`src/acs_map.svh`:
```
/*
 * Register offsets, field positions, reset values and conversion counts
 * of the converter sequencing block.
 * Assumes a 32-bit word-addressed register port; byte addresses are used.
 */
`ifndef ACS_MAP_SVH
`define ACS_MAP_SVH

// ----------------------------------------------------------------------
// register byte addresses
// ----------------------------------------------------------------------
`define ACS_ADDR_CTRL   32'hFFFF0500
`define ACS_ADDR_POS    32'hFFFF0504
`define ACS_ADDR_NEG    32'hFFFF0508
`define ACS_ADDR_STAT   32'hFFFF050C
`define ACS_ADDR_DATA   32'hFFFF0510
`define ACS_ADDR_RST    32'hFFFF0514
`define ACS_ADDR_GAIN   32'hFFFF0518
`define ACS_ADDR_PCFG   32'hFFFF051C

// ----------------------------------------------------------------------
// control field positions and codes
// ----------------------------------------------------------------------
`define ACS_CTRL_RST    16'h0A00
`define ACS_DIV_HI      13
`define ACS_DIV_LO      11
`define ACS_ACQ_HI      10
`define ACS_ACQ_LO      8
`define ACS_EN_BIT      7
`define ACS_PWR_BIT     5
`define ACS_MODE_HI     4
`define ACS_MODE_LO     3
`define ACS_TRIG_HI     2
`define ACS_TRIG_LO     0
`define ACS_MODE_DIFF   2'h1
`define ACS_TRIG_PIN    3'h0
`define ACS_TRIG_TMR1   3'h1
`define ACS_TRIG_TMR0   3'h2
`define ACS_TRIG_SW1    3'h3
`define ACS_TRIG_SWC    3'h4
`define ACS_TRIG_PLA    3'h5

// ----------------------------------------------------------------------
// channel codes, other reset values and counts
// ----------------------------------------------------------------------
`define ACS_CH_TEMP     5'h0D
`define ACS_SEL_RST     5'h00
`define ACS_GAIN_RST    5'h00
`define ACS_TRIAL_CLKS  5'h13
`define ACS_TEMP_ACQ    7'h10
`define ACS_TEMP_DIVM1  5'h1F
`define ACS_RESULT_LO   16

`endif

```
`src/acs_pkg.sv`:
```
/*
 * Types of the converter sequencing block.
 * Assumes acs_map.svh for all numeric constants.
 */
package acs_pkg;

   // sequencer states, one-hot
   typedef enum logic [2:0] {
      ST_IDLE  = 3'h1,
      ST_ACQ   = 3'h2,
      ST_TRIAL = 3'h4
   } acs_state_t;

   // settings handed to the analog front end
   typedef struct packed {
      logic [4:0] pos_sel;
      logic [4:0] neg_sel;
      logic [4:0] gain;
      logic [1:0] mode;
      logic [1:0] bypass;
      logic       power;
      logic       sample;
   } acs_front_t;

endpackage : acs_pkg

```
`src/acs_top.sv`:
```
/*
 * Sequencing and register logic around a 12-bit successive-approximation
 * converter: clock divider, acquisition and trial counts, temperature
 * channel override, ready flag, busy output and register reset.
 * Assumes the bit-trial engine returns its result on trial_result_in in
 * the core clock domain, valid on the last trial clock.
 */
// Decided for this implementation: the strobed register port.
// What this block does
// - after reset acquisition is eight converter clocks, divide ratio two
// - every conversion spends 19 converter clocks on trials and writing
// - temperature channel forces acquisition 16 clocks and divide 32
// - user divider and acquisition settings return for other channels
// - temperature sensor is one more positive channel of the mux
// - status register holds only the ready flag, at bit 0
// - conversion end sets ready flag and raises the interrupt request
// - reading the result register clears the ready flag
// - busy output stays high through the whole conversion
// - busy output falls as soon as the conversion finishes
// - busy appears on port pin two only when port config selects it
// - writing the reset register returns all registers to defaults
// - result register holds the latest 12-bit conversion result
// - control selects enable, input mode and trigger source
// - control sits at FFFF0500 and resets to 00000A00
// - a dedicated register selects the positive input channel
// - a dedicated register selects the negative input channel
// - a gain register sets amplifier gain of the two gain inputs
// - control bits 13:11 divide core clock by 1 to 32
// - control bits 10:8 select 2 to 64 acquisition clocks
// - single software trigger code rewrites itself to 000 when done
// - conversions start only while control bit 7 is set
`timescale 1ns/1ps
`include "acs_map.svh"

module acs_top (
   input wire logic clk_sys_in, // core clock, 40 MHz
   input wire logic rst_in, // async reset, active high
   input wire logic [31:0] addr_in, // register byte address
   input wire logic [31:0] wdata_in, // register write data
   input wire logic wr_in, // write strobe
   input wire logic rd_in, // read strobe
   output logic [31:0] rdata_out, // read data, cycle after rd_in
   input wire logic convst_pin_in, // external start pin, async
   input wire logic timer0_in, // timer 0 overflow pulse
   input wire logic timer1_in, // timer 1 overflow pulse
   input wire logic pla_in, // logic array start pulse
   input wire logic [11:0] trial_result_in, // bit-trial engine result
   output acs_pkg::acs_front_t front_out, // analog front-end settings
   output logic adc_clk_en_out, // converter clock enable pulse
   output logic busy_out, // conversion busy
   output logic irq_out, // converter interrupt request
   output logic port_zero_pin_two_out, // port pin two drive
   output logic port_zero_pin_two_oe_out // port pin two output enable
);

   // ----------------------------------------------------------------------
   // decode helpers
   // ----------------------------------------------------------------------
   // divider code to ratio minus one; reserved codes act as divide by 32
   function automatic logic [4:0] div_m1(input logic [2:0] code);
      case (code)
         3'h0: div_m1 = 5'h00;
         3'h1: div_m1 = 5'h01;
         3'h2: div_m1 = 5'h03;
         3'h3: div_m1 = 5'h07;
         3'h4: div_m1 = 5'h0F;
         default: div_m1 = 5'h1F;
      endcase
   endfunction : div_m1

   // acquisition code to clock count; reserved codes act as 64
   function automatic logic [6:0] acq_len(input logic [2:0] code);
      case (code)
         3'h0: acq_len = 7'h02;
         3'h1: acq_len = 7'h04;
         3'h2: acq_len = 7'h08;
         3'h3: acq_len = 7'h10;
         3'h4: acq_len = 7'h20;
         default: acq_len = 7'h40;
      endcase
   endfunction : acq_len

   function automatic logic hit(input logic [31:0] a, input logic [31:0] b);
      hit = (a == b);
   endfunction : hit

   // ----------------------------------------------------------------------
   // registers and state
   // ----------------------------------------------------------------------
   logic [15:0] ctrl_r;
   logic [4:0] pos_r;
   logic [4:0] neg_r;
   logic [4:0] gain_r;
   logic pcfg_r;
   logic ready_r;
   logic [11:0] result_r;
   logic [31:0] rdata_r;
   acs_pkg::acs_state_t st_r;
   acs_pkg::acs_state_t st_nxt;
   logic [4:0] div_cnt_r;
   logic [4:0] div_m1_r;
   logic [6:0] acq_r;
   logic [6:0] cnt_r;
   logic [6:0] cnt_nxt;
   logic conv_s1_r;
   logic conv_s2_r;

   // ----------------------------------------------------------------------
   // address decode
   // ----------------------------------------------------------------------
   wire wr_ctrl = wr_in & hit(addr_in, `ACS_ADDR_CTRL);
   wire wr_pos = wr_in & hit(addr_in, `ACS_ADDR_POS);
   wire wr_neg = wr_in & hit(addr_in, `ACS_ADDR_NEG);
   wire wr_gain = wr_in & hit(addr_in, `ACS_ADDR_GAIN);
   wire wr_pcfg = wr_in & hit(addr_in, `ACS_ADDR_PCFG);
   wire soft_rst = wr_in & hit(addr_in, `ACS_ADDR_RST);
   wire rd_data = rd_in & hit(addr_in, `ACS_ADDR_DATA);

   // ----------------------------------------------------------------------
   // control fields and effective timing
   // ----------------------------------------------------------------------
   wire [2:0] trig = ctrl_r[`ACS_TRIG_HI:`ACS_TRIG_LO];
   wire conv_en = ctrl_r[`ACS_EN_BIT];
   wire is_temp = (pos_r == `ACS_CH_TEMP);
   // override while the temperature channel is picked, user values else
   wire [4:0] eff_div = is_temp ? `ACS_TEMP_DIVM1
      : div_m1(ctrl_r[`ACS_DIV_HI:`ACS_DIV_LO]);
   wire [6:0] eff_acq = is_temp ? `ACS_TEMP_ACQ
      : acq_len(ctrl_r[`ACS_ACQ_HI:`ACS_ACQ_LO]);

   // ----------------------------------------------------------------------
   // start pin synchroniser
   // ----------------------------------------------------------------------
   always_ff @(posedge clk_sys_in or posedge rst_in) begin
      if (rst_in) begin
         conv_s1_r <= 1'b0;
         conv_s2_r <= 1'b0;
      end else begin
         conv_s1_r <= convst_pin_in;
         conv_s2_r <= conv_s1_r;
      end
   end

   // ----------------------------------------------------------------------
   // trigger selection
   // ----------------------------------------------------------------------
   // pulses that land while busy are dropped; a held pin level restarts
   logic trig_hit;
   always_comb begin
      case (trig)
         `ACS_TRIG_PIN: trig_hit = conv_s2_r;
         `ACS_TRIG_TMR1: trig_hit = timer1_in;
         `ACS_TRIG_TMR0: trig_hit = timer0_in;
         `ACS_TRIG_SW1: trig_hit = 1'b1;
         `ACS_TRIG_SWC: trig_hit = 1'b1;
         `ACS_TRIG_PLA: trig_hit = pla_in;
         default: trig_hit = 1'b0;
      endcase
   end
   wire start = conv_en & trig_hit & (st_r == acs_pkg::ST_IDLE);

   // ----------------------------------------------------------------------
   // converter clock divider
   // ----------------------------------------------------------------------
   // restarted on each start so the first converter clock has full length
   wire ce = (st_r != acs_pkg::ST_IDLE) && (div_cnt_r == div_m1_r);
   always_ff @(posedge clk_sys_in or posedge rst_in) begin
      if (rst_in) begin
         div_cnt_r <= 5'h00;
      end else if (start || ce || soft_rst) begin
         div_cnt_r <= 5'h00;
      end else if (st_r != acs_pkg::ST_IDLE) begin
         div_cnt_r <= div_cnt_r + 5'h01;
      end
   end

   // ----------------------------------------------------------------------
   // sequencer next state
   // ----------------------------------------------------------------------
   wire acq_end = ce && (cnt_r == acq_r - 7'h01);
   wire done = (st_r == acs_pkg::ST_TRIAL) && ce
      && (cnt_r == {2'h0, `ACS_TRIAL_CLKS} - 7'h01);
   always_comb begin
      st_nxt = st_r;
      cnt_nxt = cnt_r;
      case (st_r)
         acs_pkg::ST_IDLE: begin
            cnt_nxt = 7'h00;
            if (start) begin
               st_nxt = acs_pkg::ST_ACQ;
            end
         end
         acs_pkg::ST_ACQ: begin
            if (acq_end) begin
               st_nxt = acs_pkg::ST_TRIAL;
               cnt_nxt = 7'h00;
            end else if (ce) begin
               cnt_nxt = cnt_r + 7'h01;
            end
         end
         acs_pkg::ST_TRIAL: begin
            if (done) begin
               st_nxt = acs_pkg::ST_IDLE;
               cnt_nxt = 7'h00;
            end else if (ce) begin
               cnt_nxt = cnt_r + 7'h01;
            end
         end
         default: begin
            st_nxt = acs_pkg::ST_IDLE;
            cnt_nxt = 7'h00;
         end
      endcase
   end

   // ----------------------------------------------------------------------
   // sequencer registers; timing is frozen at start for the whole sample
   // ----------------------------------------------------------------------
   always_ff @(posedge clk_sys_in or posedge rst_in) begin
      if (rst_in) begin
         st_r <= acs_pkg::ST_IDLE;
         cnt_r <= 7'h00;
         div_m1_r <= 5'h00;
         acq_r <= 7'h02;
      end else if (soft_rst) begin
         st_r <= acs_pkg::ST_IDLE;
         cnt_r <= 7'h00;
      end else begin
         st_r <= st_nxt;
         cnt_r <= cnt_nxt;
         if (start) begin
            div_m1_r <= eff_div;
            acq_r <= eff_acq;
         end
      end
   end

   // ----------------------------------------------------------------------
   // software registers
   // ----------------------------------------------------------------------
   // a software write to control wins over the single-shot rewrite
   always_ff @(posedge clk_sys_in or posedge rst_in) begin
      if (rst_in) begin
         ctrl_r <= `ACS_CTRL_RST;
         pos_r <= `ACS_SEL_RST;
         neg_r <= `ACS_SEL_RST;
         gain_r <= `ACS_GAIN_RST;
         pcfg_r <= 1'b0;
      end else if (soft_rst) begin
         ctrl_r <= `ACS_CTRL_RST;
         pos_r <= `ACS_SEL_RST;
         neg_r <= `ACS_SEL_RST;
         gain_r <= `ACS_GAIN_RST;
         pcfg_r <= 1'b0;
      end else begin
         if (wr_ctrl) begin
            ctrl_r <= wdata_in[15:0];
         end else if (done && trig == `ACS_TRIG_SW1) begin
            ctrl_r[`ACS_TRIG_HI:`ACS_TRIG_LO] <= `ACS_TRIG_PIN;
         end
         if (wr_pos) begin
            pos_r <= wdata_in[4:0];
         end
         if (wr_neg) begin
            neg_r <= wdata_in[4:0];
         end
         if (wr_gain) begin
            gain_r <= wdata_in[4:0];
         end
         if (wr_pcfg) begin
            pcfg_r <= wdata_in[0];
         end
      end
   end

   // ----------------------------------------------------------------------
   // result and ready flag; a set in the clearing cycle wins
   // ----------------------------------------------------------------------
   always_ff @(posedge clk_sys_in or posedge rst_in) begin
      if (rst_in) begin
         ready_r <= 1'b0;
         result_r <= 12'h000;
      end else if (soft_rst) begin
         ready_r <= 1'b0;
         result_r <= 12'h000;
      end else if (done) begin
         ready_r <= 1'b1;
         result_r <= trial_result_in;
      end else if (rd_data) begin
         ready_r <= 1'b0;
      end
   end

   // ----------------------------------------------------------------------
   // read data, valid only in the cycle after the strobe
   // ----------------------------------------------------------------------
   // twos complement results are sign-extended into the top bits
   wire sx = result_r[11] && (ctrl_r[`ACS_MODE_HI:`ACS_MODE_LO]
      == `ACS_MODE_DIFF);
   wire [31:0] data_word = {{4{sx}}, result_r, 16'h0000};
   logic [31:0] rd_mux;
   always_comb begin
      rd_mux = 32'h0000_0000;
      if (hit(addr_in, `ACS_ADDR_CTRL)) rd_mux = {16'h0000, ctrl_r};
      if (hit(addr_in, `ACS_ADDR_POS)) rd_mux = {27'h0, pos_r};
      if (hit(addr_in, `ACS_ADDR_NEG)) rd_mux = {27'h0, neg_r};
      if (hit(addr_in, `ACS_ADDR_STAT)) rd_mux = {31'h0, ready_r};
      if (hit(addr_in, `ACS_ADDR_DATA)) rd_mux = data_word;
      if (hit(addr_in, `ACS_ADDR_GAIN)) rd_mux = {27'h0, gain_r};
      if (hit(addr_in, `ACS_ADDR_PCFG)) rd_mux = {31'h0, pcfg_r};
   end
   always_ff @(posedge clk_sys_in or posedge rst_in) begin
      if (rst_in) begin
         rdata_r <= 32'h0000_0000;
      end else begin
         rdata_r <= rd_in ? rd_mux : 32'h0000_0000;
      end
   end

   // ----------------------------------------------------------------------
   // outputs
   // ----------------------------------------------------------------------
   wire busy = (st_r != acs_pkg::ST_IDLE);
   assign rdata_out = rdata_r;
   assign busy_out = busy;
   assign irq_out = ready_r;
   assign adc_clk_en_out = ce;
   assign port_zero_pin_two_out = pcfg_r & busy;
   assign port_zero_pin_two_oe_out = pcfg_r;
   assign front_out.pos_sel = pos_r;
   assign front_out.neg_sel = neg_r;
   assign front_out.gain = gain_r;
   assign front_out.mode = ctrl_r[`ACS_MODE_HI:`ACS_MODE_LO];
   assign front_out.bypass = ctrl_r[15:14];
   assign front_out.power = ctrl_r[`ACS_PWR_BIT];
   assign front_out.sample = (st_r == acs_pkg::ST_ACQ);
endmodule : acs_top

```
`config.mk`:
```
export PLATFORM = sky130hd
export DESIGN_NAME = acs_top
export DESIGN_NICKNAME = d
export VERILOG_FILES = /design/src/acs_pkg.sv /design/src/acs_top.sv
export VERILOG_INCLUDE_DIRS = /design/src /design/src/src
export SDC_FILE = /design/constraint.sdc
export NUM_CORES = 1
export LEC_CHECK = 0
export BUFFER_PORTS_ARGS = -buffer_cell sky130_fd_sc_hd__buf_2
export CORE_ASPECT_RATIO = 0.6
export CORE_MARGIN = 2
export CORE_UTILIZATION = 30
export DETAILED_ROUTE_END_ITERATION = 8
export GPL_TIMING_DRIVEN = 0
export PLACE_DENSITY_LB_ADDON = 0.05
export SYNTH_ARGS = -nofsm -noshare
export SYNTH_HDL_FRONTEND = slang
export SYNTH_SLANG_ARGS = --single-unit
```
`constraint.sdc`:
```
create_clock -name clk_sys_in -period 5.13 [get_ports clk_sys_in]
set_input_delay 0.513 -clock clk_sys_in [delete_from_list [all_inputs] [get_ports clk_sys_in]]
set_output_delay 0.513 -clock clk_sys_in [all_outputs]
set_load 0.05 [all_outputs]
```
## Word-level counts from Yosys, hierarchy flattened

Index checks and enable logic that the tools add are counted.

| cells by class | value |
|---|---|
| $add $sub $neg | 3 |
| eq/ne operators | 33 |
| muxes and demuxes | 42 |
| bitwise gates (word level) | 11 |
| reduce and logical (&&, ||, !) cells | 23 |

Operators with widths:

| cell | count |
|---|---|
| == test 32 bit, second input constant | 8 |
| two-way mux 32 bit | 7 |
| two-way mux 5 bit | 9 |
| two-way mux 7 bit | 5 |
| case mux 7 bit (5 select lines) | 1 |
| two-way mux 16 bit | 2 |
| case mux 5 bit (5 select lines) | 1 |
| two-way mux 12 bit | 2 |
| == test 3 x 2 -> 1 bit, second input constant | 7 |
| two-way mux 3 bit | 6 |
| == test 3 bit, second input constant | 5 |
| case mux 7 bit (2 select lines) | 1 |
| nonzero test 2 bit | 7 |
| two-way mux 13 bit | 1 |
| == test 3 x 1 -> 1 bit, second input constant | 4 |
| bitwise AND 1 bit | 10 |
| logical NOT 3 bit | 3 |
| case mux 3 bit (3 select lines) | 1 |
| adder 7 x 1 -> 7 bit, second input constant | 1 |
| == test 7 x 5 -> 1 bit, second input constant | 1 |
| == test 7 bit | 1 |
| subtractor 7 x 1 -> 7 bit, second input constant | 1 |
| logical AND 1 bit | 6 |
| inequality test 3 x 1 -> 1 bit, second input constant | 2 |
| other kinds (13) | 20 |

| storage, ports and cells | value |
|---|---|
| bits in registers | 106 |
| logic and storage cells | 128 |

## Depth between registers and ports, before layout

| logic depth | value |
|---|---|
| word-level depth | 9 |
| mapped depth | 9 |

## Least setup slack after synthesis

No wires, ideal clock.

| timing | value |
|---|---|
| path kind | register to register |
| start point | reg st_r[2] |
| end point | reg cnt_r[1] |
| arrival time | 2393 ps |
| required time | 5033 ps |
| path slack | 2640 ps |
| stages on the path, launching flop included | 4 |
| path buffers | 0 |
| period minus slack after synthesis | 2490 ps |
| cells stage by stage | dfrtp_1 > nor3b_1 > o21ai_1 > a211oi_1 |

RTL lines:

| what | line | source |
|---|---|---|
| from (decl) | acs_top.sv:98 | `acs_pkg::acs_state_t st_r;` |
| from (signal assigned) | acs_top.sv:221 | `st_r <= acs_pkg::ST_IDLE;` |
| from (signal assigned) | acs_top.sv:226 | `st_r <= acs_pkg::ST_IDLE;` |
| from (signal assigned) | acs_top.sv:229 | `st_r <= st_nxt;` |
| to (signal assigned) | acs_top.sv:230 | `cnt_r <= cnt_nxt;` |
| to (decl) | acs_top.sv:103 | `logic [6:0] cnt_r;` |

## Worst setup path after layout

| timing | value |
|---|---|
| start point | reg st_r[0] |
| end point | out adc_clk_en_out |

| between the ends | value |
|---|---|
| cells in the longest elaborated chain, start to end | 2 |

Ends and longest elaborated chain:

| what | line | source |
|---|---|---|
| inequality test 3 x 1 -> 1 bit | acs_top.sv:166 | `wire ce = (st_r != acs_pkg::ST_IDLE) && (div_cnt_r == div_m1_r);` |
| logical AND 1 bit | acs_top.sv:166 |  |
| to (decl) | acs_top.sv:49 | `output logic adc_clk_en_out,` |

Every way passes these cells.

==> metrics.cfg <==
[status]
outcome=finished clean

[power_and_ir_drop]
p_leak_nw=3.159
powerDensity_nw_per_um2=260.6
ir_worst_vdd_uv=177.2

[clock_network]
cts_root_buf=clkbuf_16
cts_buffer_depth=2
clock_latency_ps=340
cts_sinks=102
numCtsBuffers=9
tritoncts=built
post_cts_resized=0
postCtsSetupBuffers=0
clk_pin_slew_ps=70
holdBufCountCts=0
h-tree-depth=3

[route]
vias_per_cell=4.817
drt_pass1_iterations=4
dr_total_vias=3868
wirelength_um=13840
avgRoutedWirePerCell_um=17.23
drt_iter0_markers=190
ant_nets=0
drc_errors=0

[synthesis]
netlist_area_um2=4943
synth_nets=541
async_reset_ff_frac=1.000
synth_cells=453
ys_types=56
yosysSeqAreaShare=0.5173
synth_edf_count=0
synth-seq-cells=102
synth_top_flop_cell=dfrtp_1
syn_avg_cell_area_um2=10.91
synth_warnings=0

[timing]
slew_headroom=0.2943
fin_crit_ps=2958
clock_skew_ps=9.907
finalSetupViolCount=0
drv_slew=0
max_freq_ghz=0.3381
timing.final.crit_share=0.5766
worstMarginPinSlew_ps=1049
finalSetupTns_ps=0
hold_violations=0
rsz0062_at_grt=no

[critical_path]
critPathMaxFanout=10
critPathMaxStageDelay_ps=620
crit_chain=nor3b_2, nor4_1, buf_2, nand2_1, inv_1, buf_2
start_kind=flop
crit_top_cell=buf_2
cp-startpoint=st_r[0]
regToRegStartpoint=st_r[0]
crit_type=flop to output pin
crit_path_end_kind=output pin
required_ps=4620
arrival_ps=2440
crit_slowest_cell=nor3b_2

[final_layout]
drive_gt1_frac=0.3114
layout_common_cells=buf_2 (132), dfrtp_1 (98), nor2_1 (49)
final_nets=678
finish.utilization=0.3817
antenna_cells=0
final_common_cell=buf_2
syn2layout_area_growth_pct=24.85

[global_route]
grt_pass1_wl_um=21600
grt_pass1_vias=3783
grt_max_degree=58
met2_usage=0.2298
grt-ovfl-total=0
top_usage_layer=met1
grt_util_met1=0.2483
grt_usage=0.1625
gr-usage-met3=0.04528
grt_antenna_before_repair=1

[floorplanning]
die_w_um=169.7
die-area_um2=17560
placementRows=36
die_y_um=103.4
ios=142
core_area_um2=16170
initial_utilization=0.3057

[place]
gp_congestion=0.8041
dp_hpwl_um=10250
io_buffers=125

[job]
cap_violations=0

[hold_path]
hold_path_class=input port to async pin

## synthesized netlist by cell type, types with 10 or more instances
cell / instances / area share
dfrtp_1: 98 / 0.50
nor2_1: 49 / 0.037
mux2i_1: 37 / 0.075
and2_1: 25 / 0.032
nand3_1: 18 / 0.018
inv_1: 15 / 0.011
nand4_1: 15 / 0.019
nand2_1: 14 / 0.011
xor2_1: 13 / 0.023
mux2_2: 12 / 0.027
a21oi_1: 11 / 0.011
a22o_1: 11 / 0.019
buf_4: 11 / 0.017
nor3_1: 10 / 0.010
o21ai_0: 10 / 0.010
## state kept, by name (all words and copies together) (netlist names)
| name | cells |
|---|---|
| acq_r | 6 |
| cnt_r | 7 |
| conv_s1_r | 1 |
| conv_s2_r | 1 |
| ctrl_r | 16 |
| div_cnt_r | 5 |
| div_m1_r | 5 |
| gain_r | 5 |
| irq_out | 1 |
| neg_r | 5 |
| port_zero_pin_two_oe_out | 1 |
| pos_r | 5 |
| rdata_out | 29 |
| result_r | 12 |
| st_r | 3 |
## metrics by stage
step | setup WS (ps) | power (mW) | cell area, um2 | hold WS, ps | instances
5_1_grt | 2005 | 1.678 | 6172 | 274.7 | 803
4_1_cts | 2125 | 1.635 | 6172 | 271.3 | 803
6_report | 2172 | 1.609 | 6172 | 264.2 | 803
3_5_place_dp | 2159 | 0.8907 | 5861 | 342.6 | 788
3_3_place_gp | 534.7 | 0.8869 | 5831 | 337.8 | 787
2_1_floorplan | 1948 | 0.8458 | 4943 | 331.2 | 453
## routing by layer
layer,part of all wire,up-vias
met4,0.0054,0
met5,0,-
met1,0.53,1855
met2,0.39,122
met3,0.076,7
li1,-,1884
## where the power goes
part / internal (mW) / total [mW] / switching (mW)
logic: 0.0273 / 0.0686 / 0.0413
clock network: 0.428 / 0.736 / 0.307
registers: 0.804 / 0.805 / 0.000218
## area by class of cell
type,instances,area (um2)
clock inverters,5,82.58
multi-input cells,310,2175
inverters,15,58.81
repair buffers,126,653.1
clock buffers,10,229.0
flip-flops and latches,102,2557
well taps,209,261.5
plain buffers,26,155.1
fillers,1624,9998
## cell families (layout without fill, tap and decap cells)
group	Yosys count	in the layout	synth area share
adder cells (fa/ha/maj)	4	4	0.01012
AO/OA/AOI/OAI	63	63	0.09365
AND/OR/NAND/NOR	178	178	0.2055
flip-flops	102	102	0.5173
XOR/XNOR	16	16	0.02835
multiplexers	49	49	0.1023
buffers and inverters	41	182	0.04277
## worst max-delay path: cells and delay by family, from the launching register on
family        cells  cell delay (ps)
flops             1              540
simple gates      3              970
buf+inv           3              600
## worst paths after layout
path / to / cells past startpoint / slack [ps]
worst max-delay path: adc_clk_en_out / 6 / 2170
max in group asynchronous: st_r[0] / 3 / 4130
worst max register to register: cnt_r[1] / 6 / 2630
worst min-delay path: cnt_r[2] / 2 / 260
min in group clk_sys_in: conv_s1_r / 1 / 280
worst min register to register: conv_s2_r / 0 / 360
Note: power is estimated with default switching activity, not from simulation.
